==> src/verilog/ubb_pkg.sv <==
// Purpose: shared constants for the byte-wide bit-bang parallel port
// Assumes: one 20 MHz clock, active-low asynchronous reset
// Notes: mode codes are the values carried by the mode-setup command
`default_nettype none
package ubb_pkg;
    localparam int unsigned WIDTH = 8;
    localparam logic [7:0] MODE_RESET = 8'h00;
    localparam logic [7:0] MODE_ASYNC = 8'h01;
    localparam logic [7:0] MODE_SYNC = 8'h04;
    localparam logic [7:0] DIR_RESET = 8'h00;
    localparam logic [7:0] OUT_RESET = 8'hff;
    // internal clock and setup wait
    localparam int unsigned CLK_HZ = 20000000;
    localparam int unsigned SETUP_CLK = 1;
    // baud tick divisor default: one tick per this many clocks plus one
    localparam logic [15:0] BAUD_DIV_RESET = 16'h0004;
    // strobe pulse widths in clocks; a one-clock pulse is lost behind a
    // three-flop agreement filter on the far end
    localparam int unsigned STB_CLK = 2;
endpackage
`default_nettype wire

==> src/verilog/ubb_if.sv <==
// Purpose: pins between the bit-bang port and the external logic
// Assumes: each pin resolved by the testbench from the output enables
// Notes: oe high means the port drives that pin
`timescale 1ns/1ps
`default_nettype none
interface ubb_if;
    logic [7:0] pin_out;
    logic [7:0] pin_oe;
    logic [7:0] pin_in;
    logic pin_sample_strobe_n;
    logic output_update_strobe_n;
    modport port_end (
        output pin_out, pin_oe, pin_sample_strobe_n, output_update_strobe_n,
        input pin_in
    );
    modport logic_end (
        input pin_out, pin_oe, pin_sample_strobe_n, output_update_strobe_n,
        output pin_in
    );
endinterface
`default_nettype wire

==> src/verilog/ubb_sync3.sv <==
// Purpose: three-flop input synchroniser with agreement filter
// Assumes: input from outside the clock domain
// Notes: output updates once the second and third flops agree
`timescale 1ns/1ps
`default_nettype none
module ubb_sync3 #(
    parameter int unsigned W = 8,
    parameter logic [W-1:0] INIT = '0
) (
    input wire logic clk,
    input wire logic nrst,
    input wire logic [W-1:0] d,
    output logic [W-1:0] q
);
    logic [W-1:0] s1_ff;
    logic [W-1:0] s2_ff;
    logic [W-1:0] s3_ff;
    logic [W-1:0] q_ff;
    logic [W-1:0] agree;
    logic [W-1:0] nxt_q_ff;
    assign agree = ~(s2_ff ^ s3_ff);
    assign nxt_q_ff = (agree & s3_ff) | (~agree & q_ff);
    assign q = q_ff;
    always_ff @(posedge clk or negedge nrst) begin
        if (!nrst) begin
            s1_ff <= INIT;
            s2_ff <= INIT;
            s3_ff <= INIT;
            q_ff <= INIT;
        end else begin
            s1_ff <= d;
            s2_ff <= s1_ff;
            s3_ff <= s2_ff;
            q_ff <= nxt_q_ff;
        end
    end
endmodule
`default_nettype wire

==> src/verilog/ubb_port.sv <==
// Purpose: device end of the bit-bang parallel port
// Assumes: rx bytes offered by valid/ready; tx samples taken by valid/ready
// Notes: mode and mask load on a mode-setup pulse; baud divisor is an input
//
// Summary of operation
// async mode drives each rx byte out
// per-bit direction mask selects outputs
// async outputs change on byte plus tick
// async mode pulses both strobes per access
// sync mode updates pins per byte, strobes
// sync samples only with a port write
// sync stalls while tx sample path full
// sync samples first, then drives output
// host sends extra byte to read back
// mode code 1 selects async bit-bang
// mode code 4 selects sync bit-bang
// sync cycle sample, strobe, drive, setup, pulse
// sample strobe rising edge marks capture
// mask held until next mode-setup
// all-input port still needs written bytes
// strobes active low, idle high
`timescale 1ns/1ps
`default_nettype none
module ubb_port (
    input wire logic clk,
    input wire logic nrst,
    input wire logic mode_load,
    input wire logic [7:0] mode_code,
    input wire logic [7:0] dir_mask,
    input wire logic [15:0] baud_div,
    input wire logic rx_valid,
    input wire logic [7:0] rx_data,
    output logic rx_ready,
    output logic tx_valid,
    output logic [7:0] tx_data,
    input wire logic tx_ready,
    output logic [7:0] mode_now,
    ubb_if.port_end pins
);
    // ****************************************
    // state
    // ****************************************
    typedef enum {ST_IDLE, ST_SAMPLE, ST_DRIVE, ST_SETUP, ST_WSTB,
        ST_ASTB} ubb_state_e;
    ubb_state_e state_ff;
    ubb_state_e nxt_state_ff;
    logic [7:0] mode_ff;
    logic [7:0] dir_ff;
    logic [7:0] out_ff;
    logic [7:0] hold_ff;
    logic [7:0] tx_data_ff;
    logic tx_valid_ff;
    logic rstb_n_ff;
    logic wstb_n_ff;
    logic [15:0] baud_cnt_ff;
    logic [7:0] pin_sync;
    logic is_async;
    logic is_sync;
    logic tick;
    logic take_byte;
    logic tx_room;
    logic [7:0] step_ff;
    logic [7:0] step_load;
    logic [7:0] stb_last;
    logic [7:0] setup_last;
    logic step_done;
    logic state_move;
    logic leave_sample;
    logic leave_astb;

    ubb_sync3 #(.W(8), .INIT(8'hff)) u_sync (
        .clk(clk),
        .nrst(nrst),
        .d(pins.pin_in),
        .q(pin_sync)
    );

    // ****************************************
    // decode
    // ****************************************
    assign is_async = (mode_ff == ubb_pkg::MODE_ASYNC);
    assign is_sync = (mode_ff == ubb_pkg::MODE_SYNC);
    assign tick = (baud_cnt_ff == 16'h0000);
    // one sample slot; it must be empty or draining this cycle
    assign tx_room = !tx_valid_ff || tx_ready;
    assign take_byte = (state_ff == ST_IDLE) && rx_valid && !mode_load &&
        ((is_async && tick) || (is_sync && tx_room));
    assign rx_ready = take_byte;
    assign tx_valid = tx_valid_ff;
    assign tx_data = tx_data_ff;
    assign mode_now = mode_ff;
    // every timed state counts down to zero and then moves on
    assign stb_last = 8'(ubb_pkg::STB_CLK - 1);
    assign setup_last = 8'(ubb_pkg::SETUP_CLK - 1);
    assign step_done = (step_ff == 8'h00);
    assign state_move = (nxt_state_ff != state_ff);
    assign step_load = (nxt_state_ff == ST_SETUP) ? setup_last : stb_last;
    assign leave_sample = (state_ff == ST_SAMPLE) && step_done;
    assign leave_astb = (state_ff == ST_ASTB) && step_done;
    // value shown only where the mask marks an output
    assign pins.pin_out = out_ff & dir_ff;
    assign pins.pin_oe = dir_ff;
    assign pins.pin_sample_strobe_n = rstb_n_ff;
    assign pins.output_update_strobe_n = wstb_n_ff;

    always_comb begin
        nxt_state_ff = state_ff;
        case (state_ff)
            ST_IDLE: begin
                if (take_byte && is_sync) begin
                    nxt_state_ff = ST_SAMPLE;
                end else if (take_byte) begin
                    nxt_state_ff = ST_ASTB;
                end
            end
            ST_SAMPLE: begin
                if (step_done) begin
                    nxt_state_ff = ST_DRIVE;
                end
            end
            ST_DRIVE: nxt_state_ff = ST_SETUP;
            ST_SETUP: begin
                if (step_done) begin
                    nxt_state_ff = ST_WSTB;
                end
            end
            ST_WSTB: begin
                if (step_done) begin
                    nxt_state_ff = ST_IDLE;
                end
            end
            ST_ASTB: begin
                if (step_done) begin
                    nxt_state_ff = ST_IDLE;
                end
            end
            default: nxt_state_ff = ST_IDLE;
        endcase
    end

    // ****************************************
    // registers
    // ****************************************
    always_ff @(posedge clk or negedge nrst) begin
        if (!nrst) begin
            mode_ff <= ubb_pkg::MODE_RESET;
            dir_ff <= ubb_pkg::DIR_RESET;
            baud_cnt_ff <= 16'h0000;
        end else begin
            if (mode_load && state_ff == ST_IDLE) begin
                mode_ff <= mode_code;
                dir_ff <= dir_mask;
            end
            if (tick || take_byte) begin
                baud_cnt_ff <= baud_div;
            end else begin
                baud_cnt_ff <= baud_cnt_ff - 16'h0001;
            end
        end
    end

    always_ff @(posedge clk or negedge nrst) begin
        if (!nrst) begin
            state_ff <= ST_IDLE;
            out_ff <= ubb_pkg::OUT_RESET;
            hold_ff <= 8'h00;
        end else begin
            state_ff <= nxt_state_ff;
            if (take_byte) begin
                hold_ff <= rx_data;
            end
            if (take_byte && is_async) begin
                out_ff <= rx_data;
            end else if (state_ff == ST_DRIVE) begin
                out_ff <= hold_ff;
            end
        end
    end

    // ****************************************
    // step timer
    // ****************************************
    // strobes stand two clocks so a filtered far end still sees them
    always_ff @(posedge clk or negedge nrst) begin
        if (!nrst) begin
            step_ff <= 8'h00;
        end else if (state_move) begin
            step_ff <= step_load;
        end else if (!step_done) begin
            step_ff <= step_ff - 8'h01;
        end
    end

    // sample is pushed at the edge where the sample strobe rises
    always_ff @(posedge clk or negedge nrst) begin
        if (!nrst) begin
            tx_valid_ff <= 1'b0;
            tx_data_ff <= 8'h00;
        end else begin
            if (leave_sample ||
                (leave_astb && tx_room)) begin
                tx_valid_ff <= 1'b1;
                tx_data_ff <= pin_sync;
            end else if (tx_ready) begin
                tx_valid_ff <= 1'b0;
            end
        end
    end

    always_ff @(posedge clk or negedge nrst) begin
        if (!nrst) begin
            rstb_n_ff <= 1'b1;
            wstb_n_ff <= 1'b1;
        end else begin
            // low while sampling, rises at capture
            rstb_n_ff <= !(nxt_state_ff == ST_SAMPLE ||
                nxt_state_ff == ST_ASTB);
            wstb_n_ff <= !(nxt_state_ff == ST_WSTB ||
                nxt_state_ff == ST_ASTB);
        end
    end
endmodule
`default_nettype wire

==> src/flat_wrapper.sv <==
// flat-port wrapper written by rule: the top's interface ports become plain ports
module ubb_port_flat 
  (clk, nrst, mode_load, mode_code, dir_mask, baud_div, rx_valid, rx_data, rx_ready, tx_valid, tx_data, tx_ready, mode_now, pins_pin_out, pins_pin_oe, pins_pin_sample_strobe_n, pins_output_update_strobe_n, pins_pin_in);
  ubb_if pins_i ();
  input wire logic clk;
  input wire logic nrst;
  input wire logic mode_load;
  input wire logic [7:0] mode_code;
  input wire logic [7:0] dir_mask;
  input wire logic [15:0] baud_div;
  input wire logic rx_valid;
  input wire logic [7:0] rx_data;
  output logic rx_ready;
  output logic tx_valid;
  output logic [7:0] tx_data;
  input wire logic tx_ready;
  output logic [7:0] mode_now;
  output wire logic [$bits(pins_i.pin_out)-1:0] pins_pin_out;
  output wire logic [$bits(pins_i.pin_oe)-1:0] pins_pin_oe;
  output wire logic [$bits(pins_i.pin_sample_strobe_n)-1:0] pins_pin_sample_strobe_n;
  output wire logic [$bits(pins_i.output_update_strobe_n)-1:0] pins_output_update_strobe_n;
  input wire logic [$bits(pins_i.pin_in)-1:0] pins_pin_in;
  assign pins_pin_out = pins_i.pin_out;
  assign pins_pin_oe = pins_i.pin_oe;
  assign pins_pin_sample_strobe_n = pins_i.pin_sample_strobe_n;
  assign pins_output_update_strobe_n = pins_i.output_update_strobe_n;
  assign pins_i.pin_in = pins_pin_in;
  ubb_port u_core (.clk(clk), .nrst(nrst), .mode_load(mode_load), .mode_code(mode_code), .dir_mask(dir_mask), .baud_div(baud_div), .rx_valid(rx_valid), .rx_data(rx_data), .rx_ready(rx_ready), .tx_valid(tx_valid), .tx_data(tx_data), .tx_ready(tx_ready), .mode_now(mode_now), .pins(pins_i));
endmodule
==> config.mk <==
export PLATFORM = sky130hd
export DESIGN_NAME = ubb_port_flat
export DESIGN_NICKNAME = d
export VERILOG_FILES = /design/src/verilog/ubb_pkg.sv /design/src/verilog/ubb_if.sv /design/src/verilog/ubb_sync3.sv /design/src/verilog/ubb_port.sv /design/src/flat_wrapper.sv
export SDC_FILE = /design/constraint.sdc
export NUM_CORES = 1
export LEC_CHECK = 0
export ABC_AREA = 1
export BUFFER_PORTS_ARGS = -buffer_cell sky130_fd_sc_hd__clkbuf_2
export CORE_MARGIN = 3
export CORE_UTILIZATION = 40
export CTS_CLUSTER_DIAMETER = 30
export CTS_CLUSTER_SIZE = 12
export DETAILED_ROUTE_END_ITERATION = 8
export PLACE_DENSITY = 0.59
export SLEW_MARGIN = 20
export SYNTH_ARGS = -nofsm -noshare
export SYNTH_HDL_FRONTEND = slang
export SYNTH_SLANG_ARGS = --single-unit
==> constraint.sdc <==
create_clock -name clk -period 2.1 [get_ports clk]
set_clock_uncertainty 0.1 [all_clocks]
set_input_delay 0.21 -clock clk [delete_from_list [all_inputs] [get_ports clk]]
set_output_delay 0.21 -clock clk [all_outputs]
set_load 0.02 [all_outputs]
==> flow_metrics.env, run 1 <==
export IMPL_synth_edf_count=0
export IMPL_fin_crit_ns=2.03
export IMPL_nFillCells=1115
export IMPL_drt_wl_total_um=11000
export IMPL_final_net_count=766
export IMPL_postRouteAntennaNets=0
export IMPL_boundaryPins=89
export IMPL_drv_slew=0
export IMPL_setup_viol=0
export IMPL_yosysWarnings=0
export IMPL_status="finished, final reports clean"
export IMPL_synth_seq_cells=131
export IMPL_start_util=0.414
export IMPL_core_um2=12800
export IMPL_grt_overflow=0
export IMPL_r2r_end="u_core.baud_cnt_ff[0]"
export IMPL_die_w_um=121
export IMPL_endpoint_kind="output port"
export IMPL_hold_worst_slack_ns=0.0472
export IMPL_cpMostUsedCell="nand3_2"
export IMPL_area_growth_pct=38.5
export IMPL_maxCapViolCount=0
export IMPL_die_area_um2=14600
export IMPL_r2r_slack_ns=0.14
export IMPL_critical_path_slowest_cell="dfrtp_1"
export IMPL_cts_tree="yes"
export IMPL_synth_main_ff_cell="dfrtp_1"
export IMPL_reg2reg_depth=11
export IMPL_cts_buffers=17
export IMPL_min_to="u_core.tx_valid"
export IMPL_top_register="u_core.state_ff"
export IMPL_syn_inst=515
export IMPL_htreeDepth=4
export IMPL_start_kind="flop"
export IMPL_post_drt_wl_per_cell_um=12.3
export IMPL_drc=0
export IMPL_largest_reg_flops=32
export IMPL_min_path_cells=4
export IMPL_place_area_um2=6080
export IMPL_worstPathArrival_ns=1.72
export IMPL_p_leak_nw=3.66
export IMPL_worst_hold_startpoint="tx_ready"
export IMPL_largestRegisters="u_core.state_ff x32, u_core.baud_cnt_ff x16"
export IMPL_antenna_found_initial=0
export IMPL_holdCritPathClass="primary input to flop"
export IMPL_multi_input_area_um2=1830
export IMPL_grt_max_degree=43
export IMPL_port_buffer_count=88
export IMPL_dr_pass1_iters=4
export IMPL_fin_crit_sh=0.965
export IMPL_max_stage_delay_ns=0.39
export IMPL_finalWorstSetupSlack_ns=0.0737
export IMPL_clk_latency_ns=0.42
export IMPL_cts_root_buf="clkbuf_16"
export IMPL_cp_top_family="simple AND/OR/NAND/NOR gates"
export IMPL_num_antenna_cells=0
export IMPL_globalplace_congestion=0.794
export IMPL_clk_pin_slew_ns=0.06
export IMPL_critical_path_class="flop to output port"
export IMPL_critPathBufInv=3
export IMPL_crit_chain="inv_1, ha_2, nand3_2, nor2_4, nand3_2, nand2_2, nand3_4, clkinv_4, buf_8"
export IMPL_vias_per_cell=4.40
export IMPL_power_density_nw_per_um2=887
export IMPL_critPathMaxFanout=2
export IMPL_syn_avg_cell_area_um2=10.3
export IMPL_syn_area_um2=5280
export IMPL_register_area_um2=3330
export IMPL_cts_buffer_depth=2
export IMPL_grt_pass1_wl_um=18700
export IMPL_fin_area_um2=7320
export IMPL_drive_gt1_frac=0.317
export IMPL_layout_commonest_cell="nand2_1"
export IMPL_peakVddDrop_mv=0.491
export IMPL_synth_cell_types=33
export IMPL_rows=41
export IMPL_fmax_ghz=0.494
export IMPL_synthArstFlopShare=1.00
export IMPL_grt_usage=0.164
export IMPL_rr_startpoint="u_core.baud_cnt_ff[1]"
export IMPL_drt_iter0_drc=116
export IMPL_dpl_hpwl_um=7560
export IMPL_seq_area_frac_synth=0.630
export IMPL_finalHoldViolations=0
export IMPL_crit_required_ns=1.79
export IMPL_most_common_layout_cells="nand2_1, dfrtp_1, clkbuf_2"
export IMPL_grt_pass1_vias=4111
export IMPL_cts_sinks=131
export IMPL_die_h_um=121
export IMPL_dpl_worst_slack_ns=0.0890
export IMPL_crit_cells=9
export IMPL_vias=3942
repair_timing:
action / in CTS / in global routing
hold buffers: 49 / 0
setup buffers: 3 / 7
setup endpoints to repair: 1 / 14
endpoints found under the hold margin: 101 / 0
gates resized for setup: 6 / 14
pin swaps: 3 / 5
where the power goes:
part,internal [W],switching (W),leakage (nW)
registers,0.00273,0.000119,1.56
logic,0.000296,0.000306,1.80
clock network,0.00192,0.00112,0.295
total,0.00494,0.00155,3.66
cells in the mapped netlist, types with 2 or more instances:
cell type | n | area share
nor2_4 | 2 | 0.0043
nand2_1 | 128 | 0.091
o21ai_2 | 2 | 0.0033
nor2_1 | 63 | 0.045
nor2_2 | 6 | 0.0071
mux2_4 | 8 | 0.023
buf_6 | 3 | 0.0064
dfrtp_1 | 89 | 0.42
o21ai_1 | 12 | 0.011
nand3_1 | 26 | 0.025
or2_2 | 2 | 0.0024
inv_1 | 52 | 0.037
ha_1 | 3 | 0.0071
xor2_1 | 12 | 0.020
a21oi_1 | 7 | 0.0066
nand2_4 | 2 | 0.0043
maj3_1 | 8 | 0.015
mux2_2 | 7 | 0.015
buf_2 | 4 | 0.0038
o21ai_0 | 13 | 0.012
xnor2_1 | 5 | 0.0083
nand2_2 | 3 | 0.0036
nor3_1 | 4 | 0.0038
dfstp_2 | 42 | 0.21
inv_2 | 4 | 0.0028
worst max path at each step:
stage | startpoint | endpoint | slack (ns)
6_report | u_core.baud_cnt_ff[1] | rx_ready | 0.07
3_3_place_gp | u_core.baud_cnt_ff[0] | u_core.baud_cnt_ff[14] | 0.14
3_5_place_dp | u_core.baud_cnt_ff[0] | u_core.baud_cnt_ff[2] | 0.09
5_1_grt | u_core.baud_cnt_ff[1] | rx_ready | -0.05
2_1_floorplan | u_core.baud_cnt_ff[0] | u_core.baud_cnt_ff[14] | 0.33
4_1_cts | u_core.baud_cnt_ff[1] | rx_ready | 0.007
cells by family after synthesis:
| group | Yosys count | synth area share |
|---|---|---|
| and+or+nand+nor | 240 | 0.193 |
| buffers and inverters | 64 | 0.0509 |
| other | 1 | 0.000710 |
| AOI/OAI and AO/OA | 36 | 0.0365 |
| adders and majority gates | 11 | 0.0223 |
| DFF | 131 | 0.630 |
| xor gates and xnor gates | 17 | 0.0282 |
| muxes | 15 | 0.0377 |
layer usage:
| layer | global-route usage | share of wire | up-vias |
|---|---|---|---|
| met1 | 0.199 | 0.44 | 1883 |
| met4 | 0.0715 | 0.017 | 0 |
| li1 | - | - | 1966 |
| met2 | 0.273 | 0.51 | 76 |
| met3 | 0.0448 | 0.034 | 17 |
| met5 | 0 | 0 | - |
through the flow:
step	util	TNS [ns]	std cells	power, W
after floorplan	-	0	543	0.00320
after global placement	0.476	0	804	0.00338
after detailed placement	0.476	0	804	0.00339
after CTS	0.565	0	888	0.00655
after global routing	0.573	-0.0635	895	0.00681
final	0.573	0	895	0.00649
area by class of cell:
type                    count  share of cell area
clock buffers              19              0.0605
multi-input cells         348               0.250
flip-flops and latches    131               0.455
inverters                  57              0.0303
repair buffers            155               0.151
well taps                 172              0.0294
clock inverters            13              0.0234
worst reg2reg max path, cell delays in order (launching register included):
cell     delay, ns
dfrtp_1       0.39
inv_1         0.09
ha_2          0.18
nand3_2       0.10
nor2_4        0.12
nand3_2       0.08
nand2_2       0.09
nand3_4       0.09
buf_4         0.21
nand2_2       0.11
buf_4         0.18
o21ai_0       0.10
Note: power is estimated with default switching activity, not from simulation.
==> run 2, diff against run 1 <==
- BUFFER_PORTS_ARGS: -buffer_cell sky130_fd_sc_hd__clkbuf_2 -> -buffer_cell sky130_fd_sc_hd__buf_2
==> run 2 against run 1 <==
Net effect:
- via count shrank 1.9%
- combinational power shrank 3%
- cell count shrank 0.34%
- critical path depth is the same
- largest cell class unchanged
==> flow_metrics.env, run 2 (same netlist as run 1, synthesis figures left out) <==
export IMPL_status="finished, final reports clean"
export IMPL_core_um2=12800
export IMPL_highest_layer="met4"
export IMPL_reg2reg_depth=13
export IMPL_dr_pass1_iters=4
export IMPL_holdCritPathClass="primary input to flop"
export IMPL_p_leak_nw=3.64
export IMPL_cp_top_family="simple AND/OR/NAND/NOR gates"
export IMPL_num_antenna_cells=0
export IMPL_fmax_ghz=0.494
export IMPL_top_register="u_core.state_ff"
export IMPL_min_path_cells=4
export IMPL_endpoint_kind="output port"
export IMPL_clk_pin_slew_ns=0.05
export IMPL_dp_cells=805
export IMPL_critical_path_slowest_cell="dfrtp_1"
export IMPL_critical_path_class="flop to output port"
export IMPL_htreeDepth=4
export IMPL_die_w_um=121
export IMPL_dpl_worst_slack_ns=0.149
export IMPL_crit_required_ns=1.79
export IMPL_globalplace_congestion=0.810
export IMPL_drive_gt1_frac=0.314
export IMPL_area_growth_pct=37.7
export IMPL_boundaryPins=89
export IMPL_sw_frac_of_total=0.233
export IMPL_postRouteAntennaNets=0
export IMPL_hold_worst_slack_ns=0.0900
export IMPL_cts_root_buf="clkbuf_16"
export IMPL_clk_latency_ns=0.42
export IMPL_layout_cells_non_filler=892
export IMPL_largestRegisters="u_core.state_ff x32, u_core.baud_cnt_ff x16"
export IMPL_die_area_um2=14600
export IMPL_grt_overflow=0
export IMPL_start_util=0.414
export IMPL_fin_crit_ns=2.02
export IMPL_port_buffer_count=88
export IMPL_drt_iter0_drc=223
export IMPL_pwr_share_seq=0.443
export IMPL_most_common_layout_cells="nand2_1, dfrtp_1, buf_2"
export IMPL_finalWorstSetupSlack_ns=0.0752
export IMPL_maxCapViolCount=0
export IMPL_final_net_count=763
export IMPL_grt_usage=0.160
export IMPL_crit_chain="inv_2, ha_2, nand3_1, nor2_2, nand3_1, nand2_2, nand3_4, clkinv_4, buf_6"
export IMPL_drv_slew=0
export IMPL_dpl_hpwl_um=7400
export IMPL_cts_sinks=131
export IMPL_crit_cells=9
export IMPL_grt_max_degree=51
export IMPL_max_stage_delay_ns=0.40
export IMPL_worstPathArrival_ns=1.71
export IMPL_peakVddDrop_mv=0.609
export IMPL_grt_pass1_wl_um=18100
export IMPL_wl_met1_um=5010
export IMPL_grt_pass1_vias=3988
export IMPL_setup_viol=0
export IMPL_wl_met2_um=5310
export IMPL_dr_wl_met3_um=466
export IMPL_power_density_nw_per_um2=884
export IMPL_antenna_found_initial=0
export IMPL_finalHoldViolations=0
export IMPL_rsz0062_at_grt="yes"
export IMPL_drc=0
export IMPL_drt_wl_total_um=11000
export IMPL_cpMostUsedCell="nand3_1"
export IMPL_cts_buffers=17
export IMPL_post_drt_wl_per_cell_um=12.3
export IMPL_die_h_um=121
export IMPL_layout_commonest_cell="nand2_1"
export IMPL_cts_tree="yes"
export IMPL_intPower_w=0.00493
export IMPL_clkPwrFrac=0.466
export IMPL_largest_reg_flops=32
export IMPL_rows=41
export IMPL_critPathBufInv=3
export IMPL_cts_buffer_depth=2
export IMPL_critPathMaxFanout=2
export IMPL_vias=3868
export IMPL_p_switching_w=0.00150
export IMPL_vias_per_cell=4.34
export IMPL_start_kind="flop"
export IMPL_comb_power_share=0.091
export IMPL_fin_crit_sh=0.964
run 2: cell count changes in the layout (fill, tap and decap cells not counted), sizes merged:
cell      delta
clkbuf      -86
buf         +83
clkinvlp     +4
clkinv       +1
inv          -5
run 2: power by group through the flow:
stage | sequential, W | clock (W) | combinational [W]
2_1_floorplan | 0.00286 | 0 | 0.000333
3_3_place_gp | 0.00288 | 0 | 0.000490
3_5_place_dp | 0.00289 | 0 | 0.000497
4_1_cts | 0.00285 | 0.00306 | 0.000580
5_1_grt | 0.00287 | 0.00319 | 0.000678
6_report | 0.00285 | 0.00300 | 0.000583
run 2: worst min-delay path, cell delays in order:
cell and delay [ns]:
buf_2 0.08, inv_1 0.03, nand2_1 0.14, nand2_1 0.10
run 2: worst paths after layout:
path | startpoint | to | slack [ns]
max reg2reg | u_core.baud_cnt_ff[1] | u_core.baud_cnt_ff[14] | 0.09
min in group asynchronous | nrst | u_core.state_ff[15] | 0.21
min reg2reg | u_core.u_sync.s1_ff[2] | u_core.u_sync.s2_ff[2] | 0.25
max in group asynchronous | nrst | u_core.u_sync.s1_ff[0] | 1.05
min | tx_ready | u_core.tx_valid | 0.09
max | u_core.baud_cnt_ff[1] | rx_ready | 0.08
run 2: cell type report:
type	count	area [um^2]
Clock inverter	13	159
Multi-Input combinational cell	348	1820
Inverter	57	221
Tap cell	172	215
Sequential cell	131	3330
Fill cell	1101	5500
Clock buffer	19	453
Timing Repair Buffer	152	1080
run 2: metrics by stage:
| stage | cell area, um^2 | setup TNS, ns | power, W | utilization |
|---|---|---|---|---|
| floorplan | 5390 | 0 | 0.00320 | - |
| global placement | 6080 | 0 | 0.00337 | 0.476 |
| detailed placement | 6080 | 0 | 0.00339 | 0.476 |
| CTS | 7210 | 0 | 0.00649 | 0.565 |
| global route | 7270 | -0.0665 | 0.00673 | 0.569 |
| finish | 7270 | 0 | 0.00643 | 0.569 |
run 2: timing repair:
| item | CTS | global route |
|---|---|---|
| hold endpoints to repair | 99 | 0 |
| setup endpoints to repair | 1 | 24 |
| buffers inserted | 3 | 3 |
| hold buffers | 49 | 0 |
| pin swaps | 1 | 8 |
| resized for setup | 4 | 15 |
run 2: layer usage:
layer	track usage	vias up
li1	-	1963
met1	0.204	1812
met2	0.249	76
met3	0.0508	17
met4	0.0715	0
met5	0	-
